## src/include/lpn_pkg.sv

```systemverilog
// Constants, types and register map for the low-power and NV access block.
// Assumes a single 40 MHz clock shared by both ends and synchronous pin inputs.
// Summary of operation
// - Overvoltage stops drive until supply falls back
// - Sleep or standby stops driving all phases
// - Sleep kills regulator, serial port, volatile registers
// - Standby keeps regulator, registers and serial port
// - Analog: low for entry, high exit; sleep higher
// - PWM: pin low enters, pin high exits standby
// - Serial: zero speed enters, non-zero exits standby
// - Sleep exit only through the speed pin
// - Far end meets minimum duty to wake
// - Host keeps speed pin at defined level
// - Sleep entry (PWM, analog): pin low or level below entry threshold
// - Sleep entry: disable, host_bit_a, enable, zero speed
// - Seven 16-bit NV words behind shadow registers
// - Host waits 10 ms, disables motor first
// - Key 0000 then C0DE, poll ready flag
// - Mass write copies shadows into NV store
// - Mass read copies NV store into shadows
// - Host re-enables motor after NV access
// - Program stationary, power cycle, read back
// - Resistance code from first config register
// - Back-EMF code from second config register
// - Decode mantissa shifted left by shift
// - Power-on copies NV store into shadows
`default_nettype none
package lpn_pkg;
	localparam int CLK_MHZ = 40;
	localparam int CLK_NS = 25;

	localparam logic [7:0] A_SPEED = 8'h30;
	localparam logic [7:0] A_KEY = 8'h31;
	localparam logic [7:0] A_STATUS = 8'h32;
	localparam logic [7:0] A_NVCTL = 8'h35;
	localparam logic [7:0] A_MCTL = 8'h60;
	localparam logic [7:0] A_CFG_FIRST = 8'h90;
	localparam logic [7:0] A_CFG_LAST = 8'h96;

	localparam int NV_WORDS = 7;
	localparam int NV_W = 16;
	localparam logic [15:0] NV_ERASED = 16'h0000;
	localparam logic [15:0] REG_RESET = 16'h0000;
	localparam logic [15:0] KEY_CLEAR = 16'h0000;
	localparam logic [15:0] KEY_OPEN = 16'hC0DE;

	localparam int SPD_LSB = 0;
	localparam int SPD_W = 9;
	localparam int HOST_A_BIT = 15;
	localparam int MOTOR_DISABLE_BIT_BIT = 15;
	localparam int READY_BIT = 0;
	localparam int ACC_MODE_LSB = 0;
	localparam int WREN_BIT = 2;
	localparam int REFRESH_BIT = 3;
	localparam int SHADOW_BIT = 4;
	localparam logic [1:0] ACC_MODE_MASS = 2'h2;

	localparam int CFG_RES = 0;
	localparam int CFG_BEMF = 1;
	localparam int MANT_LSB = 0;
	localparam int MANT_W = 4;
	localparam int SHIFT_LSB = 4;
	localparam int SHIFT_W = 3;
	localparam int DIG_W = 11;
	// Weight of one resistance unit, in milliohm
	localparam real RES_LSB_MOHM = 9.67;

	localparam logic [7:0] VEN_SL_DEF = 8'h20;
	localparam logic [7:0] VEX_SB_DEF = 8'h30;
	localparam logic [7:0] VEX_SL_DEF = 8'h60;
	localparam int TMR_W = 24;
	localparam int T_ENTER_US = 1000;
	localparam int T_EXIT_US = 100;
	localparam int ENTER_CYC_DEF = T_ENTER_US * CLK_MHZ;
	localparam int EXIT_CYC_DEF = T_EXIT_US * CLK_MHZ;
	localparam int NV_STEP_NS = 1000;
	localparam int NV_STEP_CYC = (NV_STEP_NS + CLK_NS - 1) / CLK_NS;
	localparam int PU_WAIT_MS = 10;
	localparam int PU_WAIT_CYC_DEF = PU_WAIT_MS * 1000 * CLK_MHZ;

	localparam logic [15:0] MCTL_DIS_VAL = 16'h8000;
	localparam logic [15:0] HOST_A_VAL = 16'h8000;
	localparam logic [15:0] CTL_MASS_RD = 16'h0002;
	localparam logic [15:0] CTL_MASS_WR = 16'h0006;

	localparam logic [3:0] H_CTRL = 4'h0;
	localparam logic [3:0] H_PIN = 4'h1;
	localparam logic [3:0] H_STATUS = 4'h2;
	localparam logic [3:0] H_DATA0 = 4'h3;
	localparam int HC_START_WR = 0;
	localparam int HC_START_RD = 1;
	localparam int HC_START_SLEEP = 2;
	localparam int HP_PIN_BIT = 8;
	localparam int SEQ_PRE = 4;

	typedef enum logic [1:0] {SPD_ANALOG = 2'h0, SPD_PWM = 2'h1, SPD_SERIAL = 2'h3} lpn_mode_t;
	typedef enum logic [1:0] {LP_RUN = 2'h0, LP_STANDBY = 2'h1, LP_SLEEP = 2'h3} lpn_lp_t;
	typedef enum logic [2:0] {
		NV_IDLE = 3'h0, NV_UNLOCK = 3'h1, NV_WRITE = 3'h3, NV_READ = 3'h2, NV_LOAD = 3'h6
	} lpn_nv_t;
	typedef enum logic [1:0] {H_IDLE = 2'h0, H_ISSUE = 2'h1, H_WAITR = 2'h3, H_RESP = 2'h2} lpn_hs_t;
	typedef enum logic [1:0] {HOP_WRITE = 2'h0, HOP_READ = 2'h1, HOP_SLEEP = 2'h3} lpn_hop_t;
	typedef enum logic [1:0] {K_WR = 2'h0, K_POLL = 2'h1, K_SAVE = 2'h3, K_END = 2'h2} lpn_kind_t;
	typedef struct packed {
		lpn_kind_t kind;
		logic [7:0] addr;
		logic [15:0] data;
	} lpn_step_t;
endpackage
`default_nettype wire

```

## src/include/lpn_if.sv

```systemverilog
// Link between the host controller and the driver's register and speed pin side.
// Both ends share one clock; every signal changes right after a rising edge.
`timescale 1ns/1ps
`default_nettype none
interface lpn_if;
	logic wr;
	logic rd;
	logic [7:0] addr;
	logic [15:0] wdata;
	logic [15:0] rdata;
	logic speed_pin;
	logic [7:0] speed_ana;

	modport dev (input wr, input rd, input addr, input wdata, input speed_pin, input speed_ana,
		output rdata);
	modport hst (output wr, output rd, output addr, output wdata, output speed_pin,
		output speed_ana, input rdata);
endinterface
`default_nettype wire

```

## src/lpn_dev.sv

```systemverilog
// Driver end: power states, overvoltage inhibit, NV store with shadow registers.
// Assumes pin and comparator inputs are synchronous and the strap is stable at reset.
//
// The plain strobed port was decided locally.
`timescale 1ns/1ps
`default_nettype none
module lpn_dev #(
	parameter int ENTER_CYC = lpn_pkg::ENTER_CYC_DEF,
	parameter int EXIT_CYC = lpn_pkg::EXIT_CYC_DEF,
	parameter logic [7:0] VEN_SL = lpn_pkg::VEN_SL_DEF,
	parameter logic [7:0] VEX_SB = lpn_pkg::VEX_SB_DEF,
	parameter logic [7:0] VEX_SL = lpn_pkg::VEX_SL_DEF
) (
	input wire logic clock,
	input wire logic rst,
	lpn_if.dev lk,
	input wire lpn_pkg::lpn_mode_t speed_mode,
	input wire logic variant_sleep,
	input wire logic ov_above_rise,
	input wire logic ov_below_fall,
	output logic drive_en,
	output logic buck_en,
	output logic serial_en,
	output logic sleep_state,
	output logic standby_state,
	output logic [lpn_pkg::SPD_W-1:0] speed_cmd,
	output logic [lpn_pkg::DIG_W-1:0] phase_res_dig,
	output logic [lpn_pkg::DIG_W-1:0] bemf_dig
);
	import lpn_pkg::*;

	typedef struct packed {
		logic strap_taken;
		logic strap_sleep;
		logic ov_block;
		lpn_lp_t lp;
		logic [TMR_W-1:0] tmr;
		logic [15:0] speed;
		logic [15:0] key;
		logic [15:0] ctl;
		logic [15:0] mctl;
		logic [NV_WORDS-1:0][NV_W-1:0] shadow;
		logic [NV_WORDS-1:0][NV_W-1:0] mem;
		lpn_nv_t nv;
		logic key_armed;
		logic unlocked;
		logic ready;
		logic [2:0] widx;
		logic [7:0] wtmr;
		logic [15:0] rdata;
		logic drive_en;
		logic buck_en;
		logic serial_en;
		logic [SPD_W-1:0] speed_out;
		logic [DIG_W-1:0] res_dig;
		logic [DIG_W-1:0] bemf_dig;
		logic sleep_q;
		logic standby_q;
	} lpn_dev_st_t;

	lpn_dev_st_t s;
	lpn_dev_st_t next_s;
	logic [SPD_W-1:0] field;
	logic serial_on;
	logic en_c;
	logic ex_c;
	logic cond;
	logic [TMR_W-1:0] lim;
	logic [2:0] cidx;
	logic [MANT_W-1:0] mant;
	logic [SHIFT_W-1:0] shf;

	always_comb begin
		next_s = s;
		field = s.speed[SPD_LSB +: SPD_W];
		// Sleep turns the serial port off, so nothing on the link reaches the registers
		serial_on = (s.lp != LP_SLEEP);
		cidx = 3'(lk.addr - A_CFG_FIRST);
		next_s.rdata = REG_RESET;
		if (!s.strap_taken) begin
			next_s.strap_taken = 1'b1;
			next_s.strap_sleep = variant_sleep;
		end
		if (ov_above_rise) begin
			next_s.ov_block = 1'b1;
		end else if (ov_below_fall) begin
			next_s.ov_block = 1'b0;
		end

		if (serial_on && lk.rd) begin
			if (lk.addr == A_SPEED) begin
				next_s.rdata = s.speed;
			end else if (lk.addr == A_KEY) begin
				next_s.rdata = s.key;
			end else if (lk.addr == A_STATUS) begin
				next_s.rdata = REG_RESET;
				next_s.rdata[READY_BIT] = s.ready;
			end else if (lk.addr == A_NVCTL) begin
				next_s.rdata = s.ctl;
			end else if (lk.addr == A_MCTL) begin
				next_s.rdata = s.mctl;
			end else if (lk.addr >= A_CFG_FIRST && lk.addr <= A_CFG_LAST) begin
				next_s.rdata = s.shadow[cidx];
			end
		end

		if (serial_on && lk.wr) begin
			if (lk.addr == A_SPEED) begin
				next_s.speed = lk.wdata;
			end else if (lk.addr == A_KEY) begin
				next_s.key = lk.wdata;
				if (lk.wdata == KEY_CLEAR) begin
					next_s.key_armed = 1'b1;
				end else if (lk.wdata == KEY_OPEN && s.key_armed && s.nv == NV_IDLE) begin
					next_s.key_armed = 1'b0;
					next_s.nv = NV_UNLOCK;
					next_s.ready = 1'b0;
					next_s.wtmr = 8'h00;
				end else begin
					// A wrong key closes access again
					next_s.key_armed = 1'b0;
					next_s.unlocked = 1'b0;
					next_s.ready = 1'b0;
				end
			end else if (lk.addr == A_NVCTL) begin
				next_s.ctl = lk.wdata;
				if (s.unlocked && s.nv == NV_IDLE && !lk.wdata[SHADOW_BIT] &&
					!lk.wdata[REFRESH_BIT] &&
					lk.wdata[ACC_MODE_LSB +: 2] == ACC_MODE_MASS) begin
					next_s.nv = lk.wdata[WREN_BIT] ? NV_WRITE : NV_READ;
					next_s.ready = 1'b0;
					next_s.widx = 3'h0;
					next_s.wtmr = 8'h00;
				end
			end else if (lk.addr == A_MCTL) begin
				next_s.mctl = lk.wdata;
			end else if (lk.addr >= A_CFG_FIRST && lk.addr <= A_CFG_LAST) begin
				// Shadows are frozen while the engine walks them
				if (s.nv == NV_IDLE) begin
					next_s.shadow[cidx] = lk.wdata;
				end
			end
		end

		case (s.nv)
			NV_IDLE: begin
				next_s.wtmr = 8'h00;
			end
			NV_UNLOCK: begin
				next_s.wtmr = s.wtmr + 8'h01;
				if (s.wtmr == 8'(NV_STEP_CYC - 1)) begin
					next_s.unlocked = 1'b1;
					next_s.ready = 1'b1;
					next_s.nv = NV_IDLE;
				end
			end
			default: begin
				next_s.wtmr = s.wtmr + 8'h01;
				if (s.wtmr == 8'(NV_STEP_CYC - 1)) begin
					next_s.wtmr = 8'h00;
					if (s.nv == NV_WRITE) begin
						next_s.mem[s.widx] = s.shadow[s.widx];
					end else begin
						next_s.shadow[s.widx] = s.mem[s.widx];
					end
					if (s.widx == 3'(NV_WORDS - 1)) begin
						next_s.nv = NV_IDLE;
						// Power-on load leaves the flag down until a key opens access
						next_s.ready = (s.nv != NV_LOAD);
					end else begin
						next_s.widx = s.widx + 3'h1;
					end
				end
			end
		endcase

		case (speed_mode)
			SPD_ANALOG: en_c = (lk.speed_ana < VEN_SL);
			SPD_PWM: en_c = !lk.speed_pin;
			// Sleep part in serial mode needs host_bit_a set and the driver re-enabled
			default: en_c = (field == '0) && (!s.strap_sleep ||
				(s.speed[HOST_A_BIT] && !s.mctl[MOTOR_DISABLE_BIT_BIT]));
		endcase
		if (s.lp == LP_SLEEP) begin
			case (speed_mode)
				SPD_ANALOG: ex_c = (lk.speed_ana > VEX_SL);
				SPD_PWM: ex_c = lk.speed_pin;
				default: ex_c = lk.speed_pin || (lk.speed_ana > VEX_SL);
			endcase
		end else begin
			case (speed_mode)
				SPD_ANALOG: ex_c = (lk.speed_ana > VEX_SB);
				SPD_PWM: ex_c = lk.speed_pin;
				default: ex_c = (field != '0);
			endcase
		end
		cond = (s.lp == LP_RUN) ? en_c : ex_c;
		lim = (s.lp == LP_RUN) ? TMR_W'(ENTER_CYC - 1) : TMR_W'(EXIT_CYC - 1);

		if (!cond) begin
			next_s.tmr = '0;
		end else if (s.tmr < lim) begin
			next_s.tmr = s.tmr + 1'b1;
		end else begin
			next_s.tmr = '0;
			if (s.lp == LP_RUN && s.strap_sleep) begin
				next_s.lp = LP_SLEEP;
				// Only the NV store and its shadows survive sleep
				next_s.speed = REG_RESET;
				next_s.key = REG_RESET;
				next_s.ctl = REG_RESET;
				next_s.mctl = REG_RESET;
				next_s.key_armed = 1'b0;
				next_s.unlocked = 1'b0;
				next_s.ready = 1'b0;
				next_s.nv = NV_IDLE;
			end else if (s.lp == LP_RUN) begin
				next_s.lp = LP_STANDBY;
			end else begin
				if (s.lp == LP_SLEEP) begin
					next_s.nv = NV_LOAD;
					next_s.widx = 3'h0;
					next_s.wtmr = 8'h00;
				end
				next_s.lp = LP_RUN;
			end
		end

		next_s.drive_en = (next_s.lp == LP_RUN) && !next_s.ov_block &&
			!next_s.mctl[MOTOR_DISABLE_BIT_BIT];
		next_s.buck_en = (next_s.lp != LP_SLEEP);
		next_s.serial_en = (next_s.lp != LP_SLEEP);
		next_s.sleep_q = (next_s.lp == LP_SLEEP);
		next_s.standby_q = (next_s.lp == LP_STANDBY);
		next_s.speed_out = next_s.speed[SPD_LSB +: SPD_W];
		mant = s.shadow[CFG_RES][MANT_LSB +: MANT_W];
		shf = s.shadow[CFG_RES][SHIFT_LSB +: SHIFT_W];
		next_s.res_dig = DIG_W'(mant) << shf;
		mant = s.shadow[CFG_BEMF][MANT_LSB +: MANT_W];
		shf = s.shadow[CFG_BEMF][SHIFT_LSB +: SHIFT_W];
		next_s.bemf_dig = DIG_W'(mant) << shf;
	end

	always_ff @(posedge clock or posedge rst) begin
		if (rst) begin
			s <= '{lp: LP_RUN, nv: NV_LOAD, mem: {NV_WORDS{NV_ERASED}}, default: '0};
		end else begin
			s <= next_s;
		end
	end

	assign lk.rdata = s.rdata;
	assign drive_en = s.drive_en;
	assign buck_en = s.buck_en;
	assign serial_en = s.serial_en;
	assign sleep_state = s.sleep_q;
	assign standby_state = s.standby_q;
	assign speed_cmd = s.speed_out;
	assign phase_res_dig = s.res_dig;
	assign bemf_dig = s.bemf_dig;
endmodule
`default_nettype wire

```

## src/flat_wrapper.sv

```systemverilog
// flat-port wrapper written by rule: the top's interface ports become plain ports
module lpn_dev_flat import lpn_pkg::*;
#(
	parameter int ENTER_CYC = lpn_pkg::ENTER_CYC_DEF,
	parameter int EXIT_CYC = lpn_pkg::EXIT_CYC_DEF,
	parameter logic [7:0] VEN_SL = lpn_pkg::VEN_SL_DEF,
	parameter logic [7:0] VEX_SB = lpn_pkg::VEX_SB_DEF,
	parameter logic [7:0] VEX_SL = lpn_pkg::VEX_SL_DEF
)
  (clock, rst, speed_mode, variant_sleep, ov_above_rise, ov_below_fall, drive_en, buck_en, serial_en, sleep_state, standby_state, speed_cmd, phase_res_dig, bemf_dig, lk_wr, lk_rd, lk_addr, lk_wdata, lk_speed_pin, lk_speed_ana, lk_rdata);
  lpn_if lk_i ();
  input wire logic clock;
  input wire logic rst;
  input wire lpn_pkg::lpn_mode_t speed_mode;
  input wire logic variant_sleep;
  input wire logic ov_above_rise;
  input wire logic ov_below_fall;
  output logic drive_en;
  output logic buck_en;
  output logic serial_en;
  output logic sleep_state;
  output logic standby_state;
  output logic [lpn_pkg::SPD_W-1:0] speed_cmd;
  output logic [lpn_pkg::DIG_W-1:0] phase_res_dig;
  output logic [lpn_pkg::DIG_W-1:0] bemf_dig;
  input wire logic [$bits(lk_i.wr)-1:0] lk_wr;
  input wire logic [$bits(lk_i.rd)-1:0] lk_rd;
  input wire logic [$bits(lk_i.addr)-1:0] lk_addr;
  input wire logic [$bits(lk_i.wdata)-1:0] lk_wdata;
  input wire logic [$bits(lk_i.speed_pin)-1:0] lk_speed_pin;
  input wire logic [$bits(lk_i.speed_ana)-1:0] lk_speed_ana;
  output wire logic [$bits(lk_i.rdata)-1:0] lk_rdata;
  assign lk_i.wr = lk_wr;
  assign lk_i.rd = lk_rd;
  assign lk_i.addr = lk_addr;
  assign lk_i.wdata = lk_wdata;
  assign lk_i.speed_pin = lk_speed_pin;
  assign lk_i.speed_ana = lk_speed_ana;
  assign lk_rdata = lk_i.rdata;
  lpn_dev #(.ENTER_CYC(ENTER_CYC), .EXIT_CYC(EXIT_CYC), .VEN_SL(VEN_SL), .VEX_SB(VEX_SB), .VEX_SL(VEX_SL)) u_core (.clock(clock), .rst(rst), .lk(lk_i), .speed_mode(speed_mode), .variant_sleep(variant_sleep), .ov_above_rise(ov_above_rise), .ov_below_fall(ov_below_fall), .drive_en(drive_en), .buck_en(buck_en), .serial_en(serial_en), .sleep_state(sleep_state), .standby_state(standby_state), .speed_cmd(speed_cmd), .phase_res_dig(phase_res_dig), .bemf_dig(bemf_dig));
endmodule
```

## config.mk

```make
export PLATFORM = sky130hd
export DESIGN_NAME = lpn_dev_flat
export DESIGN_NICKNAME = d
export VERILOG_FILES = /design/src/include/lpn_pkg.sv /design/src/include/lpn_if.sv /design/src/lpn_dev.sv /design/src/flat_wrapper.sv
export SDC_FILE = /design/constraint.sdc
export NUM_CORES = 1
export LEC_CHECK = 0
export ABC_AREA = 1
export BUFFER_PORTS_ARGS = -buffer_cell sky130_fd_sc_hd__buf_2
export CELL_PAD_IN_SITES_DETAIL_PLACEMENT = 1
export CELL_PAD_IN_SITES_GLOBAL_PLACEMENT = 2
export CORE_MARGIN = 1
export CORE_UTILIZATION = 30
export DETAILED_ROUTE_END_ITERATION = 6
export PLACE_DENSITY = 0.74
export SLEW_MARGIN = 20
export SYNTH_ARGS = -nofsm -noshare
export SYNTH_HDL_FRONTEND = slang
export SYNTH_SLANG_ARGS = --single-unit
export TNS_END_PERCENT = 1
```

## constraint.sdc

```tcl
create_clock -name clock -period 15.9 [get_ports clock]
set_input_delay 0.795 -clock clock [delete_from_list [all_inputs] [get_ports clock]]
set_output_delay 0.795 -clock clock [all_outputs]
set_load 0.05 [all_outputs]
```

==> flow_summary.yaml <==
synth:
  netlist_instances: 2610
  synth_top_flop_cell: "dfrtp_1"
  yosys-top-cells-area: "dfrtp_1 46%, nand2_1 12%, o21ai_0 6.5%, inv_1 5.0%, nor2_1 4.6%"
  netlist.area_leader.share_pct: 46.4
  yosys_warnings: 0
  ys_ff_latch: 376
  synth_enable_flop_cells: 0
  synth_cell_type_count: 54
  yosysSeqAreaShare_pct: 46.6
  syn-cell-area_um2: 20200
  synthArstFlopShare_pct: 100
  synth.avg_cell_area_um2: 7.73
  yosysTopAreaCell: "dfrtp_1"
finish:
  post-route-util_pct: 34.2
  area_growth_pct: 11.9
  regArea_um2: 9410
  multi_input_area_um2: 8640
  nNetsFinal: 2650
  drive_gt1_share_pct: 11.1
  post_layout_nonfiller_instances: 3499
  final.fill_count: 8032
  final_area_um2: 22600
  antenna_cells: 0
floorplanning:
  rows: 94
  die_w_um: 261
  die_h_um: 261
  die-area_um2: 68300
  num_io_pins: 94
  start_util_pct: 30.5
  coreArea_um2: 66100
route:
  dr.pass1.iters: 7
  drc: 1
  wirelength_um: 78000
  drtAntennaViolNets: 0
  drtIter0Drc: 1268
  via_count: 18500
  via_per_inst: 5.28
  wire_per_inst_um: 22.3
sta:
  period_share_pct: 23.2
  finalHoldViolCount: 0
  timing.fmax_mhz: 271
  maxSlewHeadroom_pct: 27.8
  fin_ws_ns: 12.21
  post-route-min-period_ns: 3.69
  setup_viol: 0
  hold_slack_ns: 0.386
  fin_setup_tns_ns: 0
  worst_slew_pin_slew_ns: 1.08
  drv_slew: 0
  fin_skew_ns: 0.0274
  rsz0062_at_grt: "no"
global_routing:
  antenna_found_initial: 0
  grt_start_max_net_pins: 128
  grt.total_usage_pct: 23.0
  overflow: 0
  grt_pass1_vias: 19100
  grt_pass1_wl_um: 119000
outcome:
  violations: "design-rule violations"
  status: "finished with violations"
placed_design:
  place_area_um2: 20900
  dp_slack_ns: 11.92
  io_buffers: 93
  gp_congestion: 0.857
  dp.final_hpwl_um: 52000
  dp.cells: 3414
setup_path:
  worst_ep_arrival_time_ns: 4.14
  path_class: "register to register"
  reg2reg_setup_slack_ns: 12.21
  required_ns: 16.35
  reg2reg_from: "u_core.s[382]$_DFF_PP0_"
  critical_path.max_fanout: 41
  reg2reg_to: "u_core.s[331]$_DFF_PP0_"
  cp-startpoint: "u_core.s[382]$_DFF_PP0_"
  ff2ff_path_depth: 13
  crit_path_start_kind: "register"
  endpoint_kind: "register"
clocking:
  cts_hold_buf: 0
  cts_made_buffers: 46
  cts_tree: "done"
  clock_path_buffers: 3
  clk_pin_slew_ns: 0.06
  cts_resized: 0
  worstSkewPairLatency_ns: 0.59
  clockRootBuffer: "clkbuf_16"
  clock_sinks: 376
  post-cts-setup-buffers: 0
  cts_max_level: 2
power_and_ir_drop:
  ir_worst_vdd_mv: 0.0713
  power_mw: 3.01
  p_leak_nw: 10.9
  powerDensity_nw_per_um2: 133
min_path:
  hold_class: "input pin to async pin"
run:
  drv_cap: 0
[worst max-delay path by stage]
stage,end,cells after the start
3_5_place_dp,u_core.s[316]$_DFF_PP0_,11
4_1_cts,u_core.s[331]$_DFF_PP0_,13
3_3_place_gp,u_core.s[322]$_DFF_PP0_,11
5_1_grt,u_core.s[326]$_DFF_PP0_,13
6_report,u_core.s[331]$_DFF_PP0_,13
2_1_floorplan,async pin,1
[cell families (layout without fill, tap and decap cells)]
group,Yosys count,count (layout),synth area share [%]
xor+xnor,10,10,0.434
compound gates,603,603,17.1
mux,1,1,0.0496
buf+inv,478,497,10.7
flops,376,376,46.6
other cells,2,8,0.0372
simple gates,1130,1130,24.5
fa+ha+maj,10,10,0.620
[cell usage in the layout (no fill, tap or decap), types with 9 or more instances in the layout]
master and n:
a21oi_1 140, buf_2 93, buf_4 27, clkbuf_16 47, clkbuf_8 12, clkinv_2 10
dfrtp_1 374, ha_1 10, inv_1 265, inv_2 23, nand2_1 622, nand3_1 111
nand3_2 9, nand4_1 53, nor2_1 248, nor3_1 28, nor3_2 9, o211ai_1 44
o211ai_2 14, o21ai_0 263, o21ai_1 51, o221ai_1 18, o22ai_1 44
[metal layers]
metal	wire, µm	global-route usage (%)
met1	34700	30.4
met2	36500	37.6
met3	3530	3.13
met4	3320	9.72
met5	0	0
[cell usage after synthesis, drive strengths merged, types with 38 or more instances]
master / n
buf: 122
inv: 289
a21oi: 140
o22ai: 44
nand3: 121
nand4: 54
nor3: 38
nand2: 628
o211ai: 58
clkbuf: 64
o21ai: 314
dfrtp: 374
nor2: 258
[critical path, stage by stage (launching register included)]
cell	delay (ns)
dfrtp_1	0.41
nor2_1	0.43
inv_1	0.28
ha_1	0.39
nand2_1	0.06
nor2_1	0.16
nand2_1	0.08
nor2_1	0.10
nand2_1	0.10
nand2_1	0.18
nand4_1	0.26
inv_2	0.46
buf_4	0.51
nor2_1	0.11
[final cells by class]
| type | instances | area share [%] |
|---|---|---|
| Clock buffer | 66 | 6.06 |
| Sequential cell | 376 | 41.7 |
| Multi-Input combinational cell | 1762 | 38.3 |
| Inverter | 292 | 4.89 |
| Clock inverter | 19 | 1.34 |
| Tap cell | 864 | 4.79 |
| Timing Repair Buffer | 120 | 2.96 |
[power by group]
part / switching, mW / internal [mW] / leakage (nW)
Sequential: 0.0394 / 1.00 / 4.76
Clock: 0.448 / 0.726 / 0.827
Combinational: 0.632 / 0.156 / 5.28
Total: 1.12 / 1.89 / 10.9
(Power assumes the default switching activity.)
